### src/core/smr_defines.svh
`ifndef SMR_DEFINES_SVH
`define SMR_DEFINES_SVH

// Base of the private region after hardware reset
`define SMR_BASE_RESET     32'h0003_0000
// Handler entry point, relative to the region base
`define SMR_ENTRY_OFS      32'h0000_8000
// State save area bounds, relative to the region base
`define SMR_SAVE_LO        32'h0000_fe00
`define SMR_SAVE_HI        32'h0000_ffff
// Save map field offsets, relative to the entry point
`define SMR_OFS_BASE       32'h0000_7ef8
`define SMR_OFS_REV        32'h0000_7efc
`define SMR_OFS_RESTART    32'h0000_7f00
// Restart field codes
`define SMR_RESTART_YES    8'hff
`define SMR_RESTART_NO     8'h00
// Revision identifier layout
`define SMR_REV_IORST_BIT  16
`define SMR_REV_RELOC_BIT  17
`define SMR_REV_VERSION    16'h0001
// Legacy 32-KByte alignment mask
`define SMR_ALIGN_MASK     32'h0000_7fff
// Byte enables for save map writes
`define SMR_BE_WORD        4'hf
`define SMR_BE_HALF        4'h3

`endif

### src/core/smr_pkg.sv
package smr_pkg;

    // Entry, handler, resume and failure phases
    typedef enum logic [2:0] {
        SMR_IDLE,
        SMR_WR_REV,
        SMR_WR_RST,
        SMR_HANDLER,
        SMR_RD_BASE,
        SMR_RD_RST,
        SMR_SHUTDOWN
    } smr_state_t;

endpackage

### src/core/smr_pin_sync.sv
`timescale 1ns/1ns

module smr_pin_sync (
    // Clock and reset
    input  wire logic clk_sys,
    input  wire logic rst,
    input  wire logic ce,
    // Asynchronous active-low request pin
    input  wire logic pin_n,
    // One-cycle pulse on each assertion of the pin
    output logic      fall
);

    logic meta_q;
    logic meta_d;
    logic sync_q;
    logic sync_d;
    logic last_q;
    logic last_d;
    logic fall_q;
    logic fall_d;

    // Two stages first; only the second stage feeds the edge detector
    always_comb begin
        meta_d = pin_n;
        sync_d = meta_q;
        last_d = sync_q;
        fall_d = last_q & ~sync_q;
    end

    // Idle level of the pin is high
    always_ff @(posedge clk_sys or posedge rst) begin
        if (rst) begin
            meta_q <= 1'b1;
            sync_q <= 1'b1;
            last_q <= 1'b1;
            fall_q <= 1'b0;
        end else if (ce) begin
            meta_q <= meta_d;
            sync_q <= sync_d;
            last_q <= last_d;
            fall_q <= fall_d;
        end
    end

    assign fall = fall_q;

endmodule

### src/core/smr_core.sv
`timescale 1ns/1ns
`include "smr_defines.svh"

module smr_core
    import smr_pkg::*;
(
    // Clock, reset, clock enable
    input  wire logic        clk_sys,
    input  wire logic        rst,
    input  wire logic        ce,
    // Request sources
    input  wire logic        management_request_pin_n,
    input  wire logic        lic_request,
    // Processor core events
    input  wire logic        soft_init,
    input  wire logic        resume_from_management,
    input  wire logic        legacy_align,
    input  wire logic        io_trap,
    input  wire logic [31:0] io_ip,
    input  wire logic [31:0] next_ip,
    // Save map memory port
    output logic             mem_req,
    output logic             mem_we,
    output logic [3:0]       mem_be,
    output logic [31:0]      mem_addr,
    output logic [31:0]      mem_wdata,
    input  wire logic        mem_ack,
    input  wire logic [31:0] mem_rdata,
    // Status and control flow outputs
    output logic             management_active,
    output logic             fetch_valid,
    output logic [31:0]      fetch_addr,
    output logic             resume_valid,
    output logic [31:0]      instruction_pointer,
    output logic             shutdown,
    output logic [31:0]      mgmt_region_base
);

    // Save map address of a field for a given region base
    function automatic logic [31:0] map_addr(input logic [31:0] base,
                                             input logic [31:0] ofs);
        map_addr = 32'(base + `SMR_ENTRY_OFS + ofs);
    endfunction

    // Revision word with both capability flags set
    function automatic logic [31:0] rev_word();
        logic [31:0] w;
        w = {16'h0000, `SMR_REV_VERSION};
        w[`SMR_REV_IORST_BIT] = 1'b1;
        w[`SMR_REV_RELOC_BIT] = 1'b1;
        rev_word = w;
    endfunction

    smr_state_t  state_q, state_d;
    logic [31:0] base_q, base_d;
    logic [31:0] rd_base_q, rd_base_d;
    logic [31:0] io_ip_q, io_ip_d;
    logic [31:0] next_ip_q, next_ip_d;
    logic        io_valid_q, io_valid_d;
    logic        pend_q, pend_d;
    logic        req_q, req_d;
    logic        we_q, we_d;
    logic [3:0]  be_q, be_d;
    logic [31:0] addr_q, addr_d;
    logic [31:0] wdata_q, wdata_d;
    logic        active_q, active_d;
    logic        fvalid_q, fvalid_d;
    logic [31:0] faddr_q, faddr_d;
    logic        rvalid_q, rvalid_d;
    logic [31:0] rip_q, rip_d;
    logic        shut_q, shut_d;
    logic        pin_evt;
    logic        req_evt;
    logic        misaligned;
    logic [31:0] target_ip;

    // Pin passes three flops before use
    smr_pin_sync u_pin_sync (
        .clk_sys (clk_sys),
        .rst     (rst),
        .ce      (ce),
        .pin_n   (management_request_pin_n),
        .fall    (pin_evt)
    );

    // Either source raises a request
    assign req_evt = pin_evt | lic_request;

    // Alignment only matters for legacy parts
    assign misaligned = legacy_align && ((rd_base_q & `SMR_ALIGN_MASK) != 0);

    // Only FFH restarts; any other value continues
    assign target_ip = (mem_rdata[7:0] == `SMR_RESTART_YES) ? io_ip_q
                                                           : next_ip_q;

    // Next-state logic for entry, handler and resume sequencing
    always_comb begin
        state_d    = state_q;
        base_d     = base_q;
        rd_base_d  = rd_base_q;
        io_ip_d    = io_ip_q;
        next_ip_d  = next_ip_q;
        io_valid_d = io_valid_q;
        pend_d     = pend_q | req_evt; // New request beats any clear
        req_d      = req_q;
        we_d       = we_q;
        be_d       = be_q;
        addr_d     = addr_q;
        wdata_d    = wdata_q;
        active_d   = active_q;
        fvalid_d   = 1'b0;
        faddr_d    = faddr_q;
        rvalid_d   = 1'b0;
        rip_d      = rip_q;
        shut_d     = shut_q;
        unique case (state_q)
            SMR_IDLE: begin
                if (pend_q) begin
                    pend_d     = req_evt;
                    io_valid_d = io_trap;
                    io_ip_d    = io_ip;
                    next_ip_d  = next_ip;
                    active_d   = 1'b1;
                    req_d      = 1'b1;
                    we_d       = 1'b1;
                    be_d       = `SMR_BE_WORD;
                    addr_d     = map_addr(base_q, `SMR_OFS_REV);
                    wdata_d    = rev_word();
                    state_d    = SMR_WR_REV;
                end
            end
            SMR_WR_REV: begin
                if (mem_ack) begin
                    be_d    = `SMR_BE_HALF;
                    addr_d  = map_addr(base_q, `SMR_OFS_RESTART);
                    wdata_d = {24'h000000, `SMR_RESTART_NO};
                    state_d = SMR_WR_RST;
                end
            end
            SMR_WR_RST: begin
                if (mem_ack) begin
                    req_d    = 1'b0;
                    we_d     = 1'b0;
                    fvalid_d = 1'b1;
                    faddr_d  = 32'(base_q + `SMR_ENTRY_OFS);
                    state_d  = SMR_HANDLER;
                end
            end
            SMR_HANDLER: begin
                // Base is not touched while the handler runs
                if (resume_from_management) begin
                    req_d   = 1'b1;
                    we_d    = 1'b0;
                    addr_d  = map_addr(base_q, `SMR_OFS_BASE);
                    state_d = SMR_RD_BASE;
                end
            end
            SMR_RD_BASE: begin
                if (mem_ack) begin
                    rd_base_d = mem_rdata;
                    addr_d    = map_addr(base_q, `SMR_OFS_RESTART);
                    state_d   = SMR_RD_RST;
                end
            end
            SMR_RD_RST: begin
                if (mem_ack) begin
                    req_d = 1'b0;
                    if (misaligned) begin
                        shut_d  = 1'b1;
                        state_d = SMR_SHUTDOWN;
                    end else begin
                        base_d = rd_base_q;
                        if (pend_q) begin
                            // Nested entry; restart target saved as return
                            pend_d     = req_evt;
                            io_valid_d = 1'b0;
                            next_ip_d  = target_ip;
                            req_d      = 1'b1;
                            we_d       = 1'b1;
                            be_d       = `SMR_BE_WORD;
                            addr_d     = map_addr(rd_base_q, `SMR_OFS_REV);
                            wdata_d    = rev_word();
                            state_d    = SMR_WR_REV;
                        end else begin
                            rvalid_d = 1'b1;
                            rip_d    = target_ip;
                            active_d = 1'b0;
                            state_d  = SMR_IDLE;
                        end
                    end
                end
            end
            SMR_SHUTDOWN: begin
                // Only hardware reset leaves shutdown
                state_d = SMR_SHUTDOWN;
            end
            default: begin
                state_d = SMR_IDLE;
            end
        endcase
    end

    // Soft init is not an input of this register file
    always_ff @(posedge clk_sys or posedge rst) begin
        if (rst) begin
            state_q    <= SMR_IDLE;
            base_q     <= `SMR_BASE_RESET;
            rd_base_q  <= `SMR_BASE_RESET;
            io_ip_q    <= 32'h0000_0000;
            next_ip_q  <= 32'h0000_0000;
            io_valid_q <= 1'b0;
            pend_q     <= 1'b0;
            req_q      <= 1'b0;
            we_q       <= 1'b0;
            be_q       <= 4'h0;
            addr_q     <= 32'h0000_0000;
            wdata_q    <= 32'h0000_0000;
            active_q   <= 1'b0;
            fvalid_q   <= 1'b0;
            faddr_q    <= 32'h0000_0000;
            rvalid_q   <= 1'b0;
            rip_q      <= 32'h0000_0000;
            shut_q     <= 1'b0;
        end else if (ce) begin
            state_q    <= state_d;
            base_q     <= base_d;
            rd_base_q  <= rd_base_d;
            io_ip_q    <= io_ip_d;
            next_ip_q  <= next_ip_d;
            io_valid_q <= io_valid_d;
            pend_q     <= pend_d;
            req_q      <= req_d;
            we_q       <= we_d;
            be_q       <= be_d;
            addr_q     <= addr_d;
            wdata_q    <= wdata_d;
            active_q   <= active_d;
            fvalid_q   <= fvalid_d;
            faddr_q    <= faddr_d;
            rvalid_q   <= rvalid_d;
            rip_q      <= rip_d;
            shut_q     <= shut_d;
        end
    end

    // Outputs straight from flops
    assign mem_req             = req_q;
    assign mem_we              = we_q;
    assign mem_be              = be_q;
    assign mem_addr            = addr_q;
    assign mem_wdata           = wdata_q;
    assign management_active   = active_q;
    assign fetch_valid         = fvalid_q;
    assign fetch_addr          = faddr_q;
    assign resume_valid        = rvalid_q;
    assign instruction_pointer = rip_q;
    assign shutdown            = shut_q;
    assign mgmt_region_base    = base_q;

    // Checks next to the sequencing logic
    a_base_only_resume: assert property (
        @(posedge clk_sys) disable iff (rst)
        (state_q != SMR_RD_RST) |=> $stable(base_q)
    ) else $error("region base changed outside resume");

    a_base_reload_val: assert property (
        @(posedge clk_sys) disable iff (rst)
        (ce && state_q == SMR_RD_RST && mem_ack && !misaligned)
        |=> (base_q == $past(rd_base_q))
    ) else $error("base not reloaded from save field");

    a_fetch_entry_addr: assert property (
        @(posedge clk_sys) disable iff (rst)
        fvalid_q |-> (faddr_q == 32'(base_q + `SMR_ENTRY_OFS))
    ) else $error("handler fetch address wrong");

    a_save_in_range: assert property (
        @(posedge clk_sys) disable iff (rst)
        req_q |-> (addr_q >= 32'(base_q + `SMR_SAVE_LO)
                   && addr_q <= 32'(base_q + `SMR_SAVE_HI))
    ) else $error("save map access outside save area");

    a_restart_cleared: assert property (
        @(posedge clk_sys) disable iff (rst)
        (ce && state_q == SMR_WR_REV && mem_ack)
        |=> (wdata_q[7:0] == `SMR_RESTART_NO && be_q == `SMR_BE_HALF
             && addr_q == map_addr(base_q, `SMR_OFS_RESTART))
    ) else $error("restart field not cleared on entry");

    a_rev_caps_set: assert property (
        @(posedge clk_sys) disable iff (rst)
        (req_q && state_q == SMR_WR_REV)
        |-> (wdata_q[`SMR_REV_IORST_BIT] && wdata_q[`SMR_REV_RELOC_BIT])
    ) else $error("capability flags missing");

    a_align_shutdown: assert property (
        @(posedge clk_sys) disable iff (rst)
        (ce && state_q == SMR_RD_RST && mem_ack && misaligned)
        |=> shut_q ##1 shut_q
    ) else $error("misaligned base did not shut down");

    a_restart_target: assert property (
        @(posedge clk_sys) disable iff (rst)
        (ce && state_q == SMR_RD_RST && mem_ack && !misaligned && !pend_q
         && mem_rdata[7:0] == `SMR_RESTART_YES)
        |=> (rvalid_q && rip_q == $past(io_ip_q))
    ) else $error("restart did not return to trapped instruction");

    a_continue_target: assert property (
        @(posedge clk_sys) disable iff (rst)
        (ce && state_q == SMR_RD_RST && mem_ack && !misaligned && !pend_q
         && mem_rdata[7:0] != `SMR_RESTART_YES)
        |=> (rvalid_q && rip_q == $past(next_ip_q))
    ) else $error("non-restart value did not continue");

    a_nested_first: assert property (
        @(posedge clk_sys) disable iff (rst)
        (ce && state_q == SMR_RD_RST && mem_ack && !misaligned && pend_q)
        |=> (state_q == SMR_WR_REV && !rvalid_q && active_q)
    ) else $error("nested request not serviced first");

    a_soft_init_keep: assert property (
        @(posedge clk_sys) disable iff (rst)
        (soft_init && state_q != SMR_RD_RST) |=> $stable(base_q)
    ) else $error("soft init changed region base");

    a_trap_sampled: assert property (
        @(posedge clk_sys) disable iff (rst)
        (ce && state_q == SMR_IDLE && pend_q)
        |=> (io_valid_q == $past(io_trap) && io_ip_q == $past(io_ip)
             && next_ip_q == $past(next_ip))
    ) else $error("entry state not captured");

endmodule

### config.mk
export PLATFORM = sky130hd
export DESIGN_NAME = smr_core
export DESIGN_NICKNAME = d
export VERILOG_FILES = /design/src/core/smr_pkg.sv /design/src/core/smr_pin_sync.sv /design/src/core/smr_core.sv
export VERILOG_INCLUDE_DIRS = /design/src /design/src/core
export SDC_FILE = /design/constraint.sdc
export NUM_CORES = 1
export LEC_CHECK = 0
export ABC_AREA = 1
export BUFFER_PORTS_ARGS = -buffer_cell sky130_fd_sc_hd__clkbuf_2
export CORE_UTILIZATION = 45
export CTS_CLUSTER_SIZE = 10
export DETAILED_ROUTE_END_ITERATION = 10
export GPL_ROUTABILITY_DRIVEN = 0
export PLACE_DENSITY = 0.67
export SLEW_MARGIN = 30
export SYNTH_ARGS = -nofsm -noshare
export SYNTH_HDL_FRONTEND = slang
export SYNTH_SLANG_ARGS = --single-unit
### constraint.sdc
create_clock -name clk_sys -period 13.65 [get_ports clk_sys]
set_input_delay 0.6825 -clock clk_sys [delete_from_list [all_inputs] [get_ports clk_sys]]
set_output_delay 0.6825 -clock clk_sys [all_outputs]
set_load 0.005 [all_outputs]
==> results.cfg <==
[outcome]
outcome = finished, final reports clean

[die]
start_util_pct = 45.9
die-area_mm2 = 0.0310
io_pins = 276
fp-row-count = 63
core_mm2 = 0.0297
die_h_um = 176
fp.dieW_um = 176

[synthesis]
synth_top_cells_by_area = dfrtp_1 43%, nand2_1 14%, o21ai_0 8.8%, inv_1 4.9%, nor2_1 4.6%
synth_warnings = 0
synth-seq-area-share_pct = 44.1
synth_top_cell_by_area = dfrtp_1
synthCells = 1854
synth_edf_count = 0
async_flop_share_pct = 100
synth_cell_types = 51
syn_area_mm2 = 0.0137
synthTopCellsByCount = 519 x nand2_1, 241 x o21ai_0, 233 x dfrtp_1
syn_area_per_cell_um2 = 7.36
synthFlopType = dfrtp_1
ys_ff_latch = 240
synth.most_common_cell = nand2_1
synth_top_area_share_pct = 42.7

[clock_network]
hold_buffers = 0
cts_setup_buffers = 0
cts_buffer_depth = 3
cts_resized = 0
clkTransAtPathRegs_ps = 60
cts_root_buffer = clkbuf_16
cts_tree = built
cts_max_level = 1
clk_latency_ps = 540
cts_made_buffers = 29
cts.sinks = 240

[finish]
layout.cells.non_filler = 2479
multiInputGateArea_mm2 = 0.00649
layout-drive-gt1-share_pct = 17.0
fin_area_mm2 = 0.0159
fin_util_pct = 53.5
seq_area_mm2 = 0.00601
area_growth_pct = 16.5
nNetsFinal = 2179
fillers = 2822

[setup_path]
startpoint = state_q[1]
worstPathArrival_ps = 4690
crit_required_ps = 14070
start_kind = flop
crit_path_end_kind = flop
cp-endpoint = instruction_pointer[26]
critPathKind = flop to flop
r2r_cells = 13
timing.rr.start = state_q[1]
r2r_slack_ps = 9390
critPathMaxFanout = 57
rr_endpoint = instruction_pointer[26]

[placement]
io_buffers = 244
hpwl_um = 28700
preCtsSetupSlack_ps = 9360
placedCellCount = 2421
place_area_mm2 = 0.0150

[power]
max-vdd-ir-drop_mv = 0.113
powerDensity_mw_per_mm2 = 224
p_switching_mw = 1.58
pwr-share-seq_pct = 36.5
p_total_mw = 3.56
swShare_pct = 44.3
clkPwrFrac_pct = 20.2
p_leak_nw = 8.20
internal_power_mw = 1.98
combPwrFrac_pct = 43.4

[drt]
vias_per_cell = 5.29
vias = 13117
drt_drc_violations_left = 0
dr.pass1.iters = 6
ant_nets = 0
wl_per_cell_um = 16.2
wirelength_um = 40100
drt-initial-drc-count = 1051

[sta]
finClkSkew_ps = 12.4
maxSlewViolCount = 0
finalCritPeriodShare_pct = 31.2
finalHoldViolCount = 0
setup_viol = 0
rsz0062_at_grt = no
max_freq_mhz = 235
setup_ws_ps = 9390
fin_crit_ps = 4260
fin_hold_ws_ps = 249
worst_pin_slew_ps = 1060
tns_ps = 0
max_slew_margin_pct = 28.7

[global_route]
grt_usage_pct = 25.7
gr-total-overflow = 0
grt_start_max_net_pins = 117
grt_pass1_vias = 12260
grt_pass1_wl_um = 63900
antenna_found_initial = 7

[min_path]
hold_path_class = input pin to async pin

[job]
cap_violations = 0
## kinds of logic after synthesis
logic type | share of synthesized area (%)
XOR/XNOR | 0.972
multiplexers | 2.51
flip-flops | 44.1
AND/OR/NAND/NOR | 28.0
adder cells (fa/ha/maj) | 0.917
buffers and inverters | 9.39
other | 0.0275
AO/OA/AOI/OAI | 14.2
## power groups by stage
stage / sequential (mW) / clock [mW] / combinational (mW)
after CTS: 1.29 / 0.737 / 1.54
after floorplan: 1.23 / 0 / 1.06
after detailed placement: 1.30 / 0 / 1.53
after global routing: 1.34 / 0.767 / 1.75
after global placement: 1.29 / 0 / 1.49
final: 1.30 / 0.718 / 1.54
## sequential cells by signal (all words and copies together), names as in the netlist, 2 cells and up
| name | cells |
|---|---|
| fetch_addr | 32 |
| instruction_pointer | 32 |
| io_ip_q | 32 |
| mem_addr | 32 |
| mem_be | 2 |
| mgmt_region_base | 32 |
| next_ip_q | 32 |
| rd_base_q | 32 |
| state_q | 3 |
## layout by cell type, fill, tap and decap left out, types with 12 or more instances in the layout
cell type and instances:
nand2_2 12, o21ai_0 241, mux2i_1 32, inv_1 177, nand3_1 117, nor2_4 14
clkbuf_1 18, a31oi_1 13, o21ai_1 16, a21oi_1 78, dfrtp_1 233, nand4_1 31
nor3_1 13, nand2_1 517, conb_1 29, clkbuf_16 29, nor2_1 165, clkbuf_2 244
## critical path: stages, from the launching register on
cell and delay, ps:
dfrtp_1 400, inv_1 130, nand2_1 120, nor2_2 90, buf_4 290, inv_2 230
buf_4 400, nor3_4 230, buf_4 440, inv_2 190, nor2_4 750, inv_2 550
nand2_1 170, nand2_1 70
## final cells by class
class | count | share of cell area, %
multi-input combinational | 1351 | 40.8
clock inverter | 5 | 0.338
sequential | 240 | 37.8
antenna | 3 | 0.0472
clock buffer | 49 | 5.16
tap | 390 | 3.07
timing repair buffer | 255 | 8.32
inverter | 186 | 4.45
## routing by layer
metal | GRT usage, % | up-vias | wire length (um)
met5 | 0 | - | 45
met4 | 6.88 | 6 | 819
met3 | 6.68 | 77 | 3790
met2 | 40.1 | 545 | 17900
met1 | 35.3 | 6102 | 17500
li1 | - | 6387 | -
## how the worst min path moves through the flow
stage / startpoint / endpoint / slack (ps) / cells after the start
3_5_place_dp: u_pin_sync.meta_q / u_pin_sync.meta_q / 460 / 2
6_report: rst / instruction_pointer[0] / 250 / 2
3_3_place_gp: u_pin_sync.meta_q / u_pin_sync.meta_q / 450 / 2
2_1_floorplan: u_pin_sync.meta_q / u_pin_sync.meta_q / 440 / 2
4_1_cts: management_request_pin_n / u_pin_sync.meta_q / 290 / 3
5_1_grt: management_request_pin_n / u_pin_sync.meta_q / 310 / 3
No activity file was read; power rests on OpenSTA's default activity.
